File: config.mk
export PLATFORM = sky130hd
export DESIGN_NAME = dpio_top
export DESIGN_NICKNAME = d
export VERILOG_FILES = /design/src/rtl/dpio_pkg.sv /design/src/rtl/dpio_top.sv
export SDC_FILE = /design/constraint.sdc
export NUM_CORES = 1
export LEC_CHECK = 0
export BUFFER_PORTS_ARGS = -buffer_cell sky130_fd_sc_hd__buf_2
export CAP_MARGIN = 10
export CORE_MARGIN = 5
export CORE_UTILIZATION = 35
export DETAILED_ROUTE_END_ITERATION = 8
export HOLD_SLACK_MARGIN = 0.05
export SYNTH_ARGS = -nofsm -noshare
export SYNTH_HDL_FRONTEND = slang
export SYNTH_SLANG_ARGS = --single-unit
File: constraint.sdc
create_clock -name clk_i -period 6.1 [get_ports clk_i]
set_input_delay 1.22 -clock clk_i [delete_from_list [all_inputs] [get_ports clk_i]]
set_output_delay 1.22 -clock clk_i [all_outputs]
set_load 0.02 [all_outputs]
File: src/rtl/dpio_pkg.sv
/*
 * Shared constants and carrier types for the dual parallel I/O port block.
 * Assumes a classic Wishbone slave with 32-bit data, byte addresses and a
 * synchronous active-high reset on a single core clock.
 */
package dpio_pkg;
   localparam int unsigned ADDR_W = 5;
   localparam int unsigned DAT_W = 32;
   localparam int unsigned BYTE_W = 8;
   localparam int unsigned WIDE_W = 8;
   localparam int unsigned NARROW_W = 4;
   localparam int unsigned NARROW_IO_W = 3;
   localparam int unsigned ONLY_PIN = 3;
   localparam int unsigned SYNC_STAGES = 3;

   // word byte addresses
   localparam logic [ADDR_W-1:0] OFS_EIGHT_PINS = 5'h00;
   localparam logic [ADDR_W-1:0] OFS_EIGHT_DIR = 5'h04;
   localparam logic [ADDR_W-1:0] OFS_EIGHT_LAT = 5'h08;
   localparam logic [ADDR_W-1:0] OFS_EIGHT_ANA = 5'h0C;
   localparam logic [ADDR_W-1:0] OFS_FOUR_PINS = 5'h10;
   localparam logic [ADDR_W-1:0] OFS_FOUR_DIR = 5'h14;
   localparam logic [ADDR_W-1:0] OFS_FOUR_LAT = 5'h18;
   localparam logic [ADDR_W-1:0] OFS_FOUR_ANA = 5'h1C;

   localparam logic [WIDE_W-1:0] RST_EIGHT_DIR = 8'hFF;
   localparam logic [WIDE_W-1:0] RST_EIGHT_ANA = 8'hFF;
   localparam logic [NARROW_IO_W-1:0] RST_FOUR_DIR = 3'h7;
   localparam logic [NARROW_IO_W-1:0] RST_FOUR_ANA = 3'h7;
   localparam logic [NARROW_IO_W-1:0] RST_FOUR_LAT = 3'h0;
   localparam logic [WIDE_W-1:0] RST_EIGHT_LAT = 8'h00;

   typedef struct packed {
      logic cyc;
      logic stb;
      logic we;
      logic [ADDR_W-1:0] adr;
      logic [3:0] sel;
      logic [DAT_W-1:0] dat;
   } dpio_wb_req_t;

   typedef struct packed {
      logic ack;
      logic [DAT_W-1:0] dat;
   } dpio_wb_rsp_t;

   typedef struct packed {
      logic [WIDE_W-1:0] pin_in;
      logic [NARROW_W-1:0] narrow_in;
   } dpio_pins_in_t;

   typedef struct packed {
      logic [WIDE_W-1:0] eight_out;
      logic [WIDE_W-1:0] eight_oe_n;
      logic [NARROW_IO_W-1:0] four_out;
      logic [NARROW_IO_W-1:0] four_oe_n;
      logic [WIDE_W-1:0] eight_ana;
      logic [NARROW_IO_W-1:0] four_ana;
   } dpio_pins_out_t;
endpackage

File: src/rtl/dpio_top.sv
/*
 * Dual parallel I/O port: an eight-bit port and a four-bit port whose top
 * pin is input only, reached over a classic Wishbone slave.
 * Assumes pins are asynchronous to clk_i and that the board resolves the
 * pad level from out/oe_n (oe_n low means driven).
 */
module dpio_top
   import dpio_pkg::*;
#(
   parameter bit HAS_NARROW_IO = 1'b1
) (
   input wire logic clk_i,
   input wire logic rst_i,
   input wire dpio_pkg::dpio_wb_req_t wb_req_i,
   output dpio_pkg::dpio_wb_rsp_t wb_rsp_o,
   input wire dpio_pkg::dpio_pins_in_t pins_i,
   input wire logic external_reset_pin_select_i,
   output dpio_pkg::dpio_pins_out_t pins_o
);
   import dpio_pkg::*;

   typedef struct packed {
      logic [SYNC_STAGES-1:0][WIDE_W-1:0] eight_sync;
      logic [SYNC_STAGES-1:0][NARROW_W-1:0] four_sync;
      logic [WIDE_W-1:0] eight_pins;
      logic [NARROW_W-1:0] four_pins;
      logic [WIDE_W-1:0] eight_dir;
      logic [WIDE_W-1:0] eight_lat;
      logic [WIDE_W-1:0] eight_ana;
      logic [NARROW_IO_W-1:0] four_dir;
      logic [NARROW_IO_W-1:0] four_lat;
      logic [NARROW_IO_W-1:0] four_ana;
      logic ack;
      logic [DAT_W-1:0] rdat;
   } dpio_state_t;

   dpio_state_t s_q;
   dpio_state_t s_d;
   logic access;
   logic wr_en;
   logic [WIDE_W-1:0] eight_read;
   logic [NARROW_W-1:0] four_read;
   logic [BYTE_W-1:0] wbyte;
   logic [BYTE_W-1:0] rbyte;
   logic [NARROW_IO_W-1:0] io_mask;

   assign io_mask = HAS_NARROW_IO ? {NARROW_IO_W{1'b1}} : '0;
   assign access = wb_req_i.cyc & wb_req_i.stb & ~s_q.ack;
   // only byte lane 0 carries register data
   assign wr_en = access & wb_req_i.we & wb_req_i.sel[0];
   assign wbyte = wb_req_i.dat[BYTE_W-1:0];

   // analog pins and the reset-selected pin read as zero
   assign eight_read = s_q.eight_pins & ~s_q.eight_ana;
   always_comb begin
      four_read = '0;
      four_read[NARROW_IO_W-1:0] = s_q.four_pins[NARROW_IO_W-1:0] &
         ~s_q.four_ana & io_mask;
      four_read[ONLY_PIN] = s_q.four_pins[ONLY_PIN] &
         ~external_reset_pin_select_i;
   end

   always_comb begin
      rbyte = '0;
      unique case (wb_req_i.adr)
         OFS_EIGHT_PINS: rbyte = eight_read;
         OFS_EIGHT_DIR: rbyte = s_q.eight_dir;
         OFS_EIGHT_LAT: rbyte = s_q.eight_lat;
         OFS_EIGHT_ANA: rbyte = s_q.eight_ana;
         OFS_FOUR_PINS: rbyte = {4'h0, four_read};
         OFS_FOUR_DIR: rbyte = {5'h01, s_q.four_dir & io_mask};
         OFS_FOUR_LAT: rbyte = {5'h00, s_q.four_lat & io_mask};
         OFS_FOUR_ANA: rbyte = {5'h00, s_q.four_ana & io_mask};
         default: rbyte = '0;
      endcase
   end

   always_comb begin
      s_d = s_q;
      // three-stage synchroniser; only stages 1 and 2 are compared
      s_d.eight_sync[0] = pins_i.pin_in;
      s_d.eight_sync[1] = s_q.eight_sync[0];
      s_d.eight_sync[2] = s_q.eight_sync[1];
      s_d.four_sync[0] = pins_i.narrow_in;
      s_d.four_sync[1] = s_q.four_sync[0];
      s_d.four_sync[2] = s_q.four_sync[1];
      for (int i = 0; i < WIDE_W; i++) begin
         if (s_q.eight_sync[1][i] == s_q.eight_sync[2][i]) begin
            s_d.eight_pins[i] = s_q.eight_sync[2][i];
         end
      end
      for (int i = 0; i < NARROW_W; i++) begin
         if (s_q.four_sync[1][i] == s_q.four_sync[2][i]) begin
            s_d.four_pins[i] = s_q.four_sync[2][i];
         end
      end
      s_d.ack = access;
      s_d.rdat = access ? {24'h000000, rbyte} : '0;
      if (wr_en) begin
         unique case (wb_req_i.adr)
            // data writes land in the latch; the whole latch is written,
            // so every latch bit takes the written value, not the pin image
            OFS_EIGHT_PINS: s_d.eight_lat = wbyte;
            OFS_EIGHT_DIR: s_d.eight_dir = wbyte;
            OFS_EIGHT_LAT: s_d.eight_lat = wbyte;
            OFS_EIGHT_ANA: s_d.eight_ana = wbyte;
            OFS_FOUR_PINS:
               s_d.four_lat = wbyte[NARROW_IO_W-1:0];
            OFS_FOUR_DIR: s_d.four_dir = wbyte[NARROW_IO_W-1:0];
            OFS_FOUR_LAT: s_d.four_lat = wbyte[NARROW_IO_W-1:0];
            OFS_FOUR_ANA: s_d.four_ana = wbyte[NARROW_IO_W-1:0];
            default: ;
         endcase
      end
   end

   always_ff @(posedge clk_i) begin
      if (rst_i) begin
         // latches are not cleared by reset; they hold, or take a write made during reset, as on a warm reset
         s_q.eight_sync <= '0;
         s_q.four_sync <= '0;
         s_q.eight_pins <= '0;
         s_q.four_pins <= '0;
         s_q.eight_dir <= RST_EIGHT_DIR;
         s_q.eight_ana <= RST_EIGHT_ANA;
         s_q.four_dir <= RST_FOUR_DIR;
         s_q.four_ana <= RST_FOUR_ANA;
         s_q.eight_lat <= s_d.eight_lat;
         s_q.four_lat <= s_d.four_lat;
         s_q.ack <= 1'b0;
         s_q.rdat <= '0;
      end else begin
         s_q <= s_d;
      end
   end

   // pin drive ignores analog select; no other source exists
   always_comb begin
      pins_o.eight_out = s_q.eight_lat;
      pins_o.eight_oe_n = s_q.eight_dir;
      pins_o.four_out = s_q.four_lat & io_mask;
      pins_o.four_oe_n = s_q.four_dir | ~io_mask;
      pins_o.eight_ana = s_q.eight_ana;
      pins_o.four_ana = s_q.four_ana & io_mask;
   end

   assign wb_rsp_o.ack = s_q.ack;
   assign wb_rsp_o.dat = s_q.rdat;
endmodule // dpio_top

==> impl_metrics.tcl <==
set metrics [dict create \
    status "finished clean" \
    ys_types 38 \
    synthArstFlopShare_pct 0 \
    ys_seq_area_share_pct 51.5 \
    timing.hold.ws_ns 0.440 \
    die_area_um2 12800 \
    worstHoldPathType "reg -> reg" \
    final-setup-viol-count 0 \
    clkSinkCount 90 \
    finClkSkew_ns 0.0102 \
    total_power_mw 1.12 \
    ys_seq_elements 90 \
    post-route-util_pct 38.9 \
    clock.fmax_ghz 0.337 \
    crit_path_top_delay_cell "nor4_4" \
    report.final.slew_viol_count 0 \
    post_drt_wl_per_cell_um 14.1 \
    io_buffers 73 \
    grt_pass1_wl_mm 11.6 \
    ctsHoldBuffers 0 \
    finalHoldViolCount 0 \
    dr.first_iter.drc_count 93 \
    cellPowerDensity_nw_per_um2 279 \
    grt_max_degree 40 \
    start_kind "input pin" \
    min_to "s_d[110]" \
    p_leak_nw 1.51 \
    vdd_drop_max_mv 0.127 \
    clk_pin_slew_worst_paths_ns 0.08 \
    drive_above_1_share_pct 24.2 \
    antenna_cells 0 \
    grt.overflow.total 0 \
    fp.coreArea_um2 10300 \
    cp_cell_sequence "buf_2 -> or3_1 -> nor4_4 -> and2b_1 -> a211o_1" \
    syn_area_per_cell_um2 10.2 \
    fin_nets 451 \
    firstDrtPassIters 4 \
    setup_tns_ns 0 \
    yosysTopAreaCell "dfxtp_1" \
    synth_area_leaders "dfxtp_1 43%, buf_4 14%, nor2b_1 8.9%, edfxtp_1 8.9%, a211o_1 3.3%" \
    crit_required_ns 6.33 \
    grt_pass1_vias 2247 \
    setup.worst_path.end_class "register" \
    ys_warn_count 0 \
    syn_inst 364 \
    r2r_cells 4 \
    relSlewSlack_pct 19.0 \
    path_class "in -> reg" \
    vias 2413 \
    rows 37 \
    cp.arrival_ns 3.20 \
    die_x_um 113 \
    area_growth_syn_to_layout_pct 8.26 \
    cts_tree "yes" \
    rsz0062_at_grt "false" \
    totalWireLength_mm 7.49 \
    worst_pin_slew_ns 1.20 \
    regToRegSetupSlack_ns 3.91 \
    viasPerCell 4.53 \
    min_path_cells 1 \
    cts_buffers 9 \
    antenna_left 0 \
    ctsResizeCount 0 \
    antenna_found_initial 0 \
    drc 0 \
    insertion_delay_ns 0.34 \
    synth-edff-count 11 \
    drv_cap 0 \
    cts_buffer_depth 2 \
    io_pins 125 \
    path_max_fanout 16 \
    worstReg2RegStart "wb_rsp_o[32]" \
    yosysTopAreaCellShare_pct 42.6 \
    die_y_um 113 \
    rr_endpoint "pins_o[20]" \
    synthesis.area_um2 3710 \
    fin_crit_sh_pct 48.7 \
    h-tree-depth 3 \
    track_usage_pct 11.6 \
    post_cts_buffers 0 \
    dpl.hpwl_mm 5.48 \
    globalplace.congestion 0.827 \
    synth.top_cells.by_count "79 x dfxtp_1, 68 x buf_4, 53 x nor2b_1" \
    root_buffer "clkbuf_8" \
    synth_flop_cell "dfxtp_1" \
    final.min_clock_period_ns 2.97 \
    yosysMostFrequentCell "dfxtp_1" \
    start_util_pct 35.9 \
    min-delay-start "s_d[102]" \
    max_stage_delay_ns 0.80 \
]
[worst max path at each step]
stage	startpoint	to	cells after the start
floorplan	wb_req_i[37]	pins_o[25]	3
detailed placement	wb_req_i[37]	pins_o[19]	5
global route	wb_req_i[37]	pins_o[19]	5
finish	wb_req_i[37]	pins_o[20]	5
global placement	wb_req_i[37]	pins_o[19]	5
CTS	wb_req_i[37]	pins_o[19]	5
[layout make-up]
| class | instances | area [um2] |
|---|---|---|
| fill | 1067 | 6310 |
| sequential | 90 | 1910 |
| multi-input combinational | 215 | 1320 |
| timing repair buffer | 74 | 373 |
| clock buffer | 13 | 191 |
| tap | 136 | 170 |
| clock inverter | 3 | 42.5 |
| inverter | 2 | 7.51 |
[per-stage QoR]
stage,cell area [um2],worst slack [ns],instances
finish,4020,3.13,533
global route,4020,3.06,533
CTS,4020,3.16,533
detailed placement,3780,2.78,517
global placement,3780,2.80,517
floorplan,3800,3.14,387
[power by group]
group	internal [mW]	switching [mW]	total [mW]
clock network	0.250	0.196	0.446
registers	0.609	0.00404	0.613
logic	0.0193	0.0413	0.0606
[worst max-delay path: cells and delay by family]
kind	cells	cell delay (ns)
AO/OA/AOI/OAI	1	0.25
AND/OR/NAND/NOR	3	1.62
buffers and inverters	1	0.11
[per-layer routing]
layer / share of wire (%) / track usage, % / vias to the layer above
met5: 0 / 0 / -
met4: 1.1 / 4.25 / 0
met3: 7.4 / 3.90 / 7
met2: 45 / 17.8 / 77
met1: 46 / 15.2 / 1130
li1: - / - / 1199
[cells in the final DEF (no fill, tap or decap), types with 2 or more instances in the layout]
cell type,netlist,final
nor2b_1,53,53
nor3b_1,2,2
nor2_1,18,18
nand2b_1,2,2
mux2i_1,9,9
edfxtp_1,11,11
nor4_4,2,2
a22oi_1,5,5
clkbuf_8,0,10
clkbuf_16,0,2
nand3b_1,6,6
a21oi_1,15,15
and2b_1,2,2
dfxtp_1,79,79
buf_2,0,73
a31oi_1,7,7
nand2_1,25,25
inv_1,2,2
o21ai_0,14,14
conb_1,1,24
a211o_1,14,14
mux4_2,2,2
[cells by family after synthesis]
family / Yosys count / share of synthesized area, %
flip-flops: 90 / 51.5
multiplexers: 12 / 3.95
AND/OR/NAND/NOR: 119 / 18.5
buffers and inverters: 82 / 15.4
other: 1 / 0.101
AO/OA/AOI/OAI: 60 / 10.5
[sequential cells by signal, summed over array words and instances, names as in the netlist]
register	flops
s_d	24
pins_o	33
s_q	24
wb_rsp_o	9
Note: power is estimated with default switching activity, not from simulation.
